`config.mk`:
```
export PLATFORM = sky130hd
export DESIGN_NAME = sas_sequencer
export DESIGN_NICKNAME = d
export VERILOG_FILES = /design/src/rtl/sas_pkg.sv /design/src/rtl/sas_sequencer.sv
export SDC_FILE = /design/constraint.sdc
export NUM_CORES = 1
export LEC_CHECK = 0
export CORE_UTILIZATION = 51
export CTS_CLUSTER_SIZE = 30
export DETAILED_ROUTE_END_ITERATION = 7
export DONT_BUFFER_PORTS = 1
export PLACE_DENSITY = 0.66
export REMOVE_ABC_BUFFERS = 1
export SKIP_CTS_REPAIR_TIMING = 1
export SYNTH_ARGS = -nofsm -noshare
export SYNTH_HDL_FRONTEND = slang
export SYNTH_SLANG_ARGS = --single-unit
```
`constraint.sdc`:
```
create_clock -name core_clk -period 2.65 [get_ports core_clk]
set_input_delay 0.53 -clock core_clk [delete_from_list [all_inputs] [get_ports core_clk]]
set_output_delay 0.53 -clock core_clk [all_outputs]
set_load 0.05 [all_outputs]
```
`src/rtl/sas_pkg.sv`:
```
// Constants, register map and state types of the converter sequencer
// What this block does
// - A rising edge of the selected trigger starts a conversion.
// - Trigger invert bit flips the selected trigger before edge detection.
// - Sample-hold field selects 4, 8, 16 or 64 conversion clock cycles.
// - After trigger sync, sample window stays high exactly the selected period.
// - Sample window falling edge starts conversion lasting 13 conversion clocks.
// - Mode field: single once, sequence once, single repeated, sequence repeated.
// - Single mode: soft start retriggers; other sources need an arm toggle.
// - Sequence converts from selected channel downward, stopping after channel zero.
// - Sequence-once mode retriggers by soft start; other sources need an arm toggle.
// - Repeat-single mode converts the selected channel continuously.
// - Repeat-sequence runs down to zero, restarting on the next trigger.
// - Multi-sample with nonzero mode: later conversions start automatically.
// - Multi-sample ignores further triggers until sequence ends or arm toggles.
// - Clearing arm in single mode aborts the conversion at once.
// - Clearing arm in repeat-single lets the current conversion finish.
// - Clearing arm in sequence modes lets the sequence finish.
// - Mode zero with arm clear stops conversion immediately in every mode.
// - Reference-on enables band-gap and buffer; level bit selects 2.5 V/1.5 V.
// - Idle with reference on: buffer off unless reference output is on with burst clear, band-gap kept on.
// - With reference output, burst clear keeps buffer on; set gates it.
// - Core and internal oscillator run only while a conversion is active.
// - Analog-enable bits disable digital buffers of their port pins.
// - Arm must be set to convert; control word settings change only while disarmed or in the write that clears arm, analog-enable bits at any time.
// - Conversion clock picks one of four sources, divided by 1 to 8.
// - The 10-bit result lands in the result register.
package sas_pkg;
	localparam logic [3:0]  OFS_CTRL0   = 4'h0;
	localparam logic [3:0]  OFS_CTRL1   = 4'h2;
	localparam logic [3:0]  OFS_AE      = 4'h4;
	localparam logic [3:0]  OFS_RESULT  = 4'h6;
	localparam logic [3:0]  OFS_STATUS  = 4'h8;
	// Control word 0 fields
	localparam int          B_SOFT      = 0;
	localparam int          B_ARM       = 1;
	localparam int          B_MODE      = 2;
	localparam int          B_MSC       = 4;
	localparam int          B_TSRC      = 5;
	localparam int          B_TINV      = 7;
	localparam int          B_SHT       = 8;
	localparam int          B_REF_POWER_ON     = 10;
	localparam int          B_REFLVL    = 11;
	localparam int          B_REF_PIN_OUT_EN    = 12;
	localparam int          B_BURST     = 13;
	localparam int          B_LOWSPD    = 14;
	localparam int          B_CORE      = 15;
	// Control word 1 fields
	localparam int          B_CHAN      = 0;
	localparam int          B_CSRC      = 4;
	localparam int          B_CDIV      = 6;
	localparam int          B_STCHAN    = 2;
	localparam logic [15:0] CTRL0_RST   = 16'h0000;
	localparam logic [8:0]  CTRL1_RST   = 9'h000;
	localparam logic [7:0]  AE_RST      = 8'h00;
	localparam logic [6:0]  SHT_4       = 7'h04;
	localparam logic [6:0]  SHT_8       = 7'h08;
	localparam logic [6:0]  SHT_16      = 7'h10;
	localparam logic [6:0]  SHT_64      = 7'h40;
	localparam logic [6:0]  CONV_CYC    = 7'h0d;
	localparam logic [1:0]  CSRC_OSC    = 2'h0;

	typedef enum logic [1:0] {ST_IDLE, ST_SYNC, ST_SAMPLE, ST_CONV} sas_fsm_t;

	typedef struct packed {
		logic [3:0]  addr;
		logic [15:0] wdata;
		logic        wr;
		logic        rd;
	} sas_bus_req_t;

	typedef struct packed {
		logic [15:0] ctrl0;
		logic [8:0]  ctrl1;
		logic [7:0]  ae;
		logic [9:0]  result;
		sas_fsm_t    fsm;
		logic [6:0]  cnt;
		logic [3:0]  chan;
		logic [2:0]  div_cnt;
		logic        trig_q;
		logic        lock;
		logic        rearm;
		logic        seq_pend;
		logic        busy;
		logic [15:0] rdata;
		logic        window;
		logic        conv_go;
		logic        bandgap_en;
		logic        buf_en;
		logic        core_en;
		logic        osc_en;
	} sas_ctl_t;
endpackage : sas_pkg

```
`src/rtl/sas_sequencer.sv`:
```
// Sequencer, sample timer, power gating and register port of the converter
`timescale 1ns/1ps
module sas_sequencer
	import sas_pkg::*;
(
	// Clock and reset
	input  wire logic         core_clk,
	input  wire logic         rst_n,
	// Register port
	input  wire sas_bus_req_t bus_req,
	output logic [15:0]       bus_rdata,
	// Trigger sources, one-per-edge clock ticks, converter core data
	input  wire logic [2:0]   timer_out,
	input  wire logic [3:0]   conv_src_tick,
	input  wire logic [9:0]   sar_data,
	// Converter core control
	output logic              sample_window,
	output logic              conv_start,
	output logic [3:0]        conv_channel,
	output logic              conv_busy_flag,
	output logic              core_power_en,
	output logic              internal_conv_osc,
	// Reference and pins
	output logic              ref_bandgap_en,
	output logic              ref_buffer_en,
	output logic              ref_level_sel,
	output logic              ref_buffer_low_speed,
	output logic [7:0]        analog_pin_enable
);
	sas_ctl_t r_reg;
	sas_ctl_t r_next;

	always_comb begin
		logic [1:0]  mode;
		logic        arm;
		logic        multi_sample_auto;
		logic [1:0]  tsrc;
		logic        trig_sel;
		logic        trig_raw;
		logic        rise;
		logic        tick;
		logic [6:0]  period;
		logic        start_ok;
		logic        auto_go;
		logic        finish;
		logic        cfg_ok;
		logic        active;
		r_next = r_reg;
		mode = r_reg.ctrl0[B_MODE +: 2];
		arm = r_reg.ctrl0[B_ARM];
		multi_sample_auto = r_reg.ctrl0[B_MSC];
		tsrc = r_reg.ctrl0[B_TSRC +: 2];
		finish = 1'b0;
		trig_sel = 1'b0;
		trig_raw = 1'b0;
		rise = 1'b0;
		tick = 1'b0;
		period = SHT_4;
		start_ok = 1'b0;
		auto_go = 1'b0;
		cfg_ok = 1'b0;
		active = 1'b0;
		r_next.conv_go = 1'b0;
		r_next.rdata = 16'h0000;

		// Trigger select and edge detect
		case (tsrc)
			2'h0: trig_sel = r_reg.ctrl0[B_SOFT];
			2'h1: trig_sel = timer_out[1];
			2'h2: trig_sel = timer_out[0];
			default: trig_sel = timer_out[2];
		endcase
		trig_raw = trig_sel ^ r_reg.ctrl0[B_TINV];
		rise = trig_raw & ~r_reg.trig_q;
		r_next.trig_q = trig_raw;

		// Conversion clock as a tick of the chosen source, divided
		tick = 1'b0;
		if (conv_src_tick[r_reg.ctrl1[B_CSRC +: 2]]) begin
			if (r_reg.div_cnt == r_reg.ctrl1[B_CDIV +: 3]) begin
				r_next.div_cnt = 3'h0;
				tick = 1'b1;
			end else begin
				r_next.div_cnt = r_reg.div_cnt + 3'h1;
			end
		end

		case (r_reg.ctrl0[B_SHT +: 2])
			2'h0: period = SHT_4;
			2'h1: period = SHT_8;
			2'h2: period = SHT_16;
			default: period = SHT_64;
		endcase

		auto_go = multi_sample_auto && (mode != 2'h0);
		start_ok = rise && (r_reg.seq_pend ||
			(arm && !r_reg.lock && !r_reg.rearm));

		case (r_reg.fsm)
			ST_IDLE: begin
				if (start_ok) begin
					if (!r_reg.seq_pend)
						r_next.chan = r_reg.ctrl1[B_CHAN +: 4];
					r_next.fsm = ST_SYNC;
					r_next.busy = 1'b1;
					r_next.lock = auto_go;
					r_next.ctrl0[B_SOFT] = 1'b0;
				end
			end
			ST_SYNC: begin
				if (tick) begin
					r_next.fsm = ST_SAMPLE;
					r_next.window = 1'b1;
					r_next.cnt = period - 7'h01;
				end
			end
			ST_SAMPLE: begin
				if (tick) begin
					if (r_reg.cnt == 7'h00) begin
						r_next.window = 1'b0;
						r_next.fsm = ST_CONV;
						r_next.conv_go = 1'b1;
						r_next.cnt = CONV_CYC - 7'h01;
					end else begin
						r_next.cnt = r_reg.cnt - 7'h01;
					end
				end
			end
			ST_CONV: begin
				if (tick && r_reg.cnt != 7'h00)
					r_next.cnt = r_reg.cnt - 7'h01;
				if (tick && r_reg.cnt == 7'h00) begin
					r_next.result = sar_data;
					r_next.fsm = ST_IDLE;
					case (mode)
						2'h0: finish = 1'b1;
						2'h1: begin
							if (r_reg.chan != 4'h0) begin
								r_next.chan = r_reg.chan - 4'h1;
								r_next.seq_pend = 1'b1;
								if (auto_go)
									r_next.fsm = ST_SYNC;
							end else begin
								finish = 1'b1;
								r_next.lock = 1'b0;
							end
						end
						2'h2: begin
							if (arm && auto_go)
								r_next.fsm = ST_SYNC;
							else if (arm)
								r_next.busy = 1'b0;
							else
								finish = 1'b1;
						end
						default: begin
							if (r_reg.chan != 4'h0) begin
								r_next.chan = r_reg.chan - 4'h1;
								r_next.seq_pend = 1'b1;
								if (auto_go)
									r_next.fsm = ST_SYNC;
							end else if (arm && auto_go) begin
								r_next.chan = r_reg.ctrl1[B_CHAN +: 4];
								r_next.seq_pend = 1'b0;
								r_next.fsm = ST_SYNC;
							end else begin
								finish = 1'b1;
							end
						end
					endcase
				end
			end
			default: r_next.fsm = ST_IDLE;
		endcase

		if (finish) begin
			r_next.busy = 1'b0;
			r_next.seq_pend = 1'b0;
			r_next.rearm = (tsrc != 2'h0) && !mode[1];
		end

		// Immediate stop in single mode or with mode forced to zero
		if (!arm && mode == 2'h0 && (r_reg.fsm != ST_IDLE || r_reg.seq_pend)) begin
			r_next.fsm = ST_IDLE;
			r_next.window = 1'b0;
			r_next.busy = 1'b0;
			r_next.seq_pend = 1'b0;
		end
		if (!arm) begin
			r_next.lock = 1'b0;
			r_next.rearm = 1'b0;
		end

		// Register writes; a soft start written now beats the clear above
		cfg_ok = !arm || !bus_req.wdata[B_ARM];
		if (bus_req.wr) begin
			case (bus_req.addr)
				OFS_CTRL0: begin
					r_next.ctrl0[B_SOFT] = bus_req.wdata[B_SOFT] | r_next.ctrl0[B_SOFT];
					r_next.ctrl0[B_ARM] = bus_req.wdata[B_ARM];
					if (cfg_ok)
						r_next.ctrl0[15:B_MODE] = bus_req.wdata[15:B_MODE];
				end
				OFS_CTRL1: begin
					if (!arm)
						r_next.ctrl1 = bus_req.wdata[8:0];
				end
				OFS_AE: r_next.ae = bus_req.wdata[7:0];
				default: ;
			endcase
		end

		// Read data, valid in the cycle after the strobe only
		if (bus_req.rd) begin
			case (bus_req.addr)
				OFS_CTRL0: r_next.rdata = r_reg.ctrl0;
				OFS_CTRL1: r_next.rdata = {7'h00, r_reg.ctrl1};
				OFS_AE: r_next.rdata = {8'h00, r_reg.ae};
				OFS_RESULT: r_next.rdata = {6'h00, r_reg.result};
				OFS_STATUS: r_next.rdata = {10'h000, r_reg.chan, 1'b0, r_reg.busy};
				default: r_next.rdata = 16'h0000;
			endcase
		end

		// Power gating follows the next activity state
		active = (r_next.fsm != ST_IDLE);
		r_next.bandgap_en = r_next.ctrl0[B_REF_POWER_ON];
		r_next.buf_en = r_next.ctrl0[B_REF_POWER_ON] && (active ||
			(r_next.ctrl0[B_REF_PIN_OUT_EN] && !r_next.ctrl0[B_BURST]));
		r_next.core_en = r_next.ctrl0[B_CORE] && active;
		r_next.osc_en = active && (r_next.ctrl1[B_CSRC +: 2] == CSRC_OSC);
	end

	always_ff @(posedge core_clk) begin
		if (!rst_n) begin
			r_reg <= '0;
			r_reg.ctrl0 <= CTRL0_RST;
			r_reg.ctrl1 <= CTRL1_RST;
			r_reg.ae <= AE_RST;
			r_reg.fsm <= ST_IDLE;
		end else begin
			r_reg <= r_next;
		end
	end

	assign bus_rdata = r_reg.rdata;
	assign sample_window = r_reg.window;
	assign conv_start = r_reg.conv_go;
	assign conv_channel = r_reg.chan;
	assign conv_busy_flag = r_reg.busy;
	assign core_power_en = r_reg.core_en;
	assign internal_conv_osc = r_reg.osc_en;
	assign ref_bandgap_en = r_reg.bandgap_en;
	assign ref_buffer_en = r_reg.buf_en;
	assign ref_level_sel = r_reg.ctrl0[B_REFLVL];
	assign ref_buffer_low_speed = r_reg.ctrl0[B_LOWSPD];
	assign analog_pin_enable = r_reg.ae;
endmodule : sas_sequencer

```
-- After elaboration in Yosys (flattened, before gate mapping)
Cells that the tools add are included.
W data, S select, Z words.
- input bits: 41
- word-level logic and storage cells: 189
- register bits after elaboration: 86
- output and inout port bits: 37
- equal/unequal tests: 30
- reduce and logical (&&, ||, !) cells: 58
- bitwise operators: 7
- magnitude comparators: 1
- add/subtract/negate cells: 4
- mux-type cells: 66
- operators with widths (kind ; number):
    $pmux W16 S5 ; 1
    $pmux W7 S3 ; 2
    $mux W9 ; 4
    $mux W33 ; 1
    $mux W1 ; 27
    $mux W4 ; 6
    $ne A2 B2 Y1 const B ; 12
    $mux W16 ; 1
    $mux W2 ; 8
    $pmux W4 S2 ; 2
    $logic_and A1 B1 Y1 ; 14
    $mux W14 ; 1
    $mux W7 ; 2
    $reduce_bool A2 Y1 ; 7
    $sub A7 B1 Y7 const B ; 2
    $eq A2 B2 Y1 const B ; 5
    $logic_not A2 Y1 ; 5
    $reduce_and A2 Y1 ; 5
    $reduce_and A5 Y1 ; 2
    $reduce_and A3 Y1 ; 3
    $eq A2 B1 Y1 const B ; 4
    $eq A4 B3 Y1 const B ; 2
    $mux W8 ; 1
    $pmux W1 S2 ; 4
    29 further kinds ; 45

-- Depth between registers and ports, before layout
- depth after elaboration: 14
- mapped depth: 10
- mapped depth without buffers: 8

-- Least setup slack after synthesis
OpenSTA, ideal clock, no wires.
- kind: input port to flip-flop
- from: input timer_out[2]
- to: register r_reg, in the netlist ref_buffer_en
- arrival: 2271 ps
- buffers on the path: 0
- setup slack: 291 ps
- stages on the path: 6
- setup time: 88 ps
- required time: 2562 ps
- cell sequence: mux4_2 xnor2_1 or4_4 a221oi_2 a31oi_2 a311oi_2
- word-level cells in the longest chain between the ends: 10
- ends and longest elaborated chain (element ; RTL line ; text):
    from (decl) ; sas_sequencer.sv:13 ; input wire logic [2:0] timer_out,
    $pmux W1 S3 ; sas_sequencer.sv:67 ; case (tsrc)
    $xor A1 B1 Y1 ; sas_sequencer.sv:73 ; trig_raw = trig_sel ^ r_reg.ctrl0[B_TINV];
    $and A1 B1 Y1 ; sas_sequencer.sv:74 ; rise = trig_raw & ~r_reg.trig_q;
    $logic_and A1 B1 Y1 ; sas_sequencer.sv:96 ; start_ok = rise && (r_reg.seq_pend ||
    $mux W2 ; sas_sequencer.sv:101 ; if (start_ok) begin
    $pmux W2 S4 ; sas_sequencer.sv:99 ; case (r_reg.fsm)
    $mux W2 ; sas_sequencer.sv:183 ; if (!arm && mode == 2'h0 && (r_reg.fsm != ST_IDLE || r_reg.seq_pend)) begin
    $reduce_bool A2 Y1 ; sas_sequencer.sv:226 ; active = (r_next.fsm != ST_IDLE);
    $logic_or A1 B1 Y1 ; sas_sequencer.sv:228 ; r_next.buf_en = r_next.ctrl0[B_REF_POWER_ON] && (active ||
    $logic_and A1 B1 Y1 ; sas_sequencer.sv:228 ;
    to (signal assigned) ; sas_sequencer.sv:242 ; r_reg <= r_next;
    to (decl) ; sas_sequencer.sv:30 ; sas_ctl_t r_reg;
No other way between the ends.
A chain may end at the register's enable or synchronous reset.

-- Worst setup path in the final report
- from: register r_reg[34] (netlist bit)
- to: register r_reg, in the netlist conv_channel[3]
- word-level cells in the longest chain between the ends: 4
- ends and longest elaborated chain (element ; RTL line ; text):
    $logic_not A7 Y1 ; sas_sequencer.sv:132 ; if (tick && r_reg.cnt == 7'h00) begin
    $logic_and A1 B1 Y1 ; sas_sequencer.sv:132 ;
    $ne A2 B2 Y1 (no line) ; n/a ;
    $reduce_and A7 Y1 (no line) ; n/a ;
No other way between the ends.

==> flow_results.xml <==
<?xml version="1.0" encoding="UTF-8"?>
<metrics>
  <group name="clocking">
    <metric name="longest_clk_path_bufs" unit="">2</metric>
    <metric name="ctsHtreeMaxLevel" unit="">3</metric>
    <metric name="clk_pin_slew_worst_paths" unit="ns">0.10</metric>
    <metric name="cts_tree" unit="">built</metric>
    <metric name="number_of_clock_buffers_inserted_by_tritoncts" unit="">9</metric>
    <metric name="clock_insertion_delay_worst_skew" unit="ns">0.36</metric>
    <metric name="clock_tree.root_cell" unit="">sky130_fd_sc_hd__clkbuf_8</metric>
    <metric name="numClockSinks" unit="">85</metric>
  </group>
  <group name="finish">
    <metric name="final_std_cell_area_no_fill" unit="um2">4290</metric>
    <metric name="syn2layout_area_growth" unit="%">5.31</metric>
    <metric name="antenna_cells_inserted" unit="">0</metric>
    <metric name="nNetsFinal" unit="">511</metric>
    <metric name="post_route_cells_drive_above_1_share" unit="%">12.4</metric>
    <metric name="largest_register_ff_count" unit="">49</metric>
  </group>
  <group name="yosys">
    <metric name="yosysSeqAreaShare" unit="%">41.7</metric>
    <metric name="postSynthAreaPerCell" unit="um2">8.41</metric>
    <metric name="synth.top_cell.area_share" unit="%">41.7</metric>
    <metric name="synth_edf_count" unit="">0</metric>
    <metric name="synth_top_cell_by_area" unit="">sky130_fd_sc_hd__dfxtp_1</metric>
    <metric name="syn_inst" unit="">485</metric>
    <metric name="asyncSetResetFlopFracSynth" unit="%">0</metric>
    <metric name="synth.area.top_cells" unit="">sky130_fd_sc_hd__dfxtp_1 42%, sky130_fd_sc_hd__nand2_1 7.3%, sky130_fd_sc_hd__a21oi_1 7.0%</metric>
    <metric name="synth_warn" unit="">0</metric>
    <metric name="yosys_most_used_dff" unit="">sky130_fd_sc_hd__dfxtp_1</metric>
    <metric name="netlist-cell-type-count" unit="">58</metric>
    <metric name="syn_area" unit="um2">4080</metric>
    <metric name="synth-seq-cells" unit="">85</metric>
  </group>
  <group name="timing">
    <metric name="tightest_slew" unit="ns">0.886</metric>
    <metric name="timing.final.setup_violations" unit="">0</metric>
    <metric name="finalHoldViolCount" unit="">0</metric>
    <metric name="finalClockSkew" unit="ns">0.0146</metric>
    <metric name="fin_crit" unit="ns">2.55</metric>
    <metric name="drv_slew" unit="">0</metric>
    <metric name="period_share" unit="%">96.1</metric>
    <metric name="fmax" unit="GHz">0.393</metric>
    <metric name="maxSlewHeadroom" unit="%">40.6</metric>
  </group>
  <group name="placed_design">
    <metric name="detailed_place.area" unit="um2">4030</metric>
    <metric name="gp_congestion" unit="">0.848</metric>
    <metric name="placement.io_buffers" unit="">0</metric>
    <metric name="post-dp-hpwl" unit="um">7140</metric>
  </group>
  <group name="routing">
    <metric name="detail_route.vias_per_cell" unit="">5.88</metric>
    <metric name="dr.pass1.iters" unit="">8</metric>
    <metric name="routed-via-count" unit="">3345</metric>
    <metric name="final_antenna_net_count" unit="">0</metric>
    <metric name="post-route-drc-count" unit="">0</metric>
    <metric name="routed_wire_length_per_instance" unit="um">17.7</metric>
    <metric name="route.final.wire_length" unit="um">10100</metric>
    <metric name="detailedRoute.firstIterationViolations" unit="">258</metric>
  </group>
  <group name="setup_path">
    <metric name="launching_element_type_of_the_critical_path" unit="">register</metric>
    <metric name="cp.arrival" unit="ns">2.81</metric>
    <metric name="cp.required" unit="ns">2.91</metric>
    <metric name="cp_max_fo" unit="">7</metric>
    <metric name="setup.worst_path.class" unit="">register to register</metric>
    <metric name="cp-end-kind" unit="">register</metric>
  </group>
  <group name="floorplanning">
    <metric name="die-area" unit="um2">8360</metric>
    <metric name="floorplan.die.height" unit="um">91.4</metric>
    <metric name="width_of_the_chip" unit="um">91.4</metric>
    <metric name="initial_utilization" unit="%">52.8</metric>
    <metric name="placeableCoreArea" unit="um2">7730</metric>
    <metric name="fp-row-count" unit="">32</metric>
    <metric name="io_pins" unit="">78</metric>
  </group>
  <group name="pwr">
    <metric name="leakagePower" unit="nW">1.56</metric>
    <metric name="power.density_cell_area" unit="nW/um2">570</metric>
    <metric name="total_power" unit="mW">2.45</metric>
    <metric name="power.ir.vdd_worst" unit="uV">326</metric>
  </group>
  <group name="worst_hold_path">
    <metric name="hold_path_class" unit="">input pin to register</metric>
  </group>
  <group name="flow_run">
    <metric name="drv_cap" unit="">0</metric>
  </group>
  <group name="grt">
    <metric name="wire_length_of_the_first_global_routing_pass" unit="um">16400</metric>
    <metric name="grt_usage" unit="%">25.2</metric>
    <metric name="grt_pass1_vias" unit="">3267</metric>
    <metric name="maximum_number_of_pins_on_one_net_before_global_route_repair" unit="">40</metric>
    <metric name="antenna_violations_before_repair" unit="">2</metric>
    <metric name="global_route.overflow_total" unit="">0</metric>
  </group>
  <group name="run_status">
    <metric name="run_status" unit="">finished clean</metric>
  </group>
</metrics>
[worst paths after layout]
path	from	cells after the start	slack, ns	endpoint
worst max-delay path	r_reg[34]	8	0.10	conv_channel[3]
worst max register to register	r_reg[34]	8	0.10	conv_channel[3]
worst min register to register	r_reg[43]	2	0.46	r_reg[43]
worst min-delay path	bus_req[4]	2	0.29	r_reg[72]
[final cells by class]
cell class	instances	area [um2]
Sequential cell	85	1700
Fill cell	753	3430
Clock buffer	10	138
Clock inverter	6	95.1
Multi-Input combinational cell	333	2040
Tap cell	102	128
Inverter	14	52.6
Timing Repair Buffer	19	143
[worst max-delay path, stage by stage, from the launching register on]
cell,delay [ns]
sky130_fd_sc_hd__dfxtp_1,0.35
sky130_fd_sc_hd__inv_1,0.09
sky130_fd_sc_hd__ha_1,0.20
sky130_fd_sc_hd__or3b_4,0.41
sky130_fd_sc_hd__or4_4,0.47
sky130_fd_sc_hd__o31ai_1,0.30
sky130_fd_sc_hd__and3_4,0.29
sky130_fd_sc_hd__o21ai_1,0.08
sky130_fd_sc_hd__a32o_1,0.27
[cells in the mapped netlist (all sizes together), types with 2 or more instances]
cell / instances
nor2: 37
o31ai: 2
o21a: 2
o21ai: 18
a211oi: 3
nor3b: 3
or3b: 2
a222oi: 6
nor3: 12
clkbuf: 20
nand2b: 2
a21oi: 57
or3: 3
xnor2: 6
mux4: 2
inv: 14
and2: 8
nand2: 79
o41ai: 2
a221oi: 2
o211ai: 2
o31a: 2
nand3b: 3
a31oi: 4
buf: 33
nor4: 2
or4: 2
ha: 8
and3: 8
a22oi: 7
mux2: 5
mux2i: 14
nand3: 14
dfxtp: 85
[cell families (layout without fill, tap and decap cells)]
kind of cell	Yosys count	in the layout	synth area share (%)
multiplexers	21	21	5.92
XOR/XNOR	6	6	1.29
flip-flops	85	85	41.7
buffers and inverters	67	49	9.14
AO/OA/AOI/OAI	118	118	18.6
AND/OR/NAND/NOR	180	180	20.9
adder cells (fa/ha/maj)	8	8	2.45
[report_power, final]
group          total, mW  switching [mW]  internal (mW)
registers           1.30          0.0167           1.28
clock network       1.06           0.498          0.565
logic             0.0829          0.0553         0.0275
[layout by cell type (no fill, tap or decap), drive strengths merged, types with 4 or more instances in the layout]
| master | n |
|---|---|
| dfxtp | 85 |
| nand2 | 79 |
| a21oi | 57 |
| nor2 | 37 |
| buf | 19 |
| o21ai | 18 |
| nand3 | 14 |
| mux2i | 14 |
| inv | 14 |
| nor3 | 12 |
| clkbuf | 10 |
| ha | 8 |
| and3 | 8 |
| and2 | 8 |
| a22oi | 7 |
| xnor2 | 6 |
| a222oi | 6 |
| mux2 | 5 |
| a31oi | 4 |
[stage by stage]
stage	setup WS, ns	setup TNS [ns]	util, %	instances	hold WS [ns]
after floorplan	-0.0866	-0.693	-	432	0.429
after global placement	0.156	0	52.2	553	0.438
after detailed placement	0.0835	0	52.2	553	0.447
after CTS	0.0601	0	55.2	569	0.285
after global routing	-0.0270	-0.0451	55.6	569	0.287
final	0.103	0	55.6	569	0.292
[per-layer routing]
metal  vias to the layer above  wire length, um  global-route usage, %
met3                        11              751                   6.37
li1                       1630                -                      -
met1                      1590             4510                   33.0
met2                       114             4660                   39.9
met4                         0              140                   9.39
met5                         -                0                      0
No activity file was read; power rests on OpenSTA's default activity.
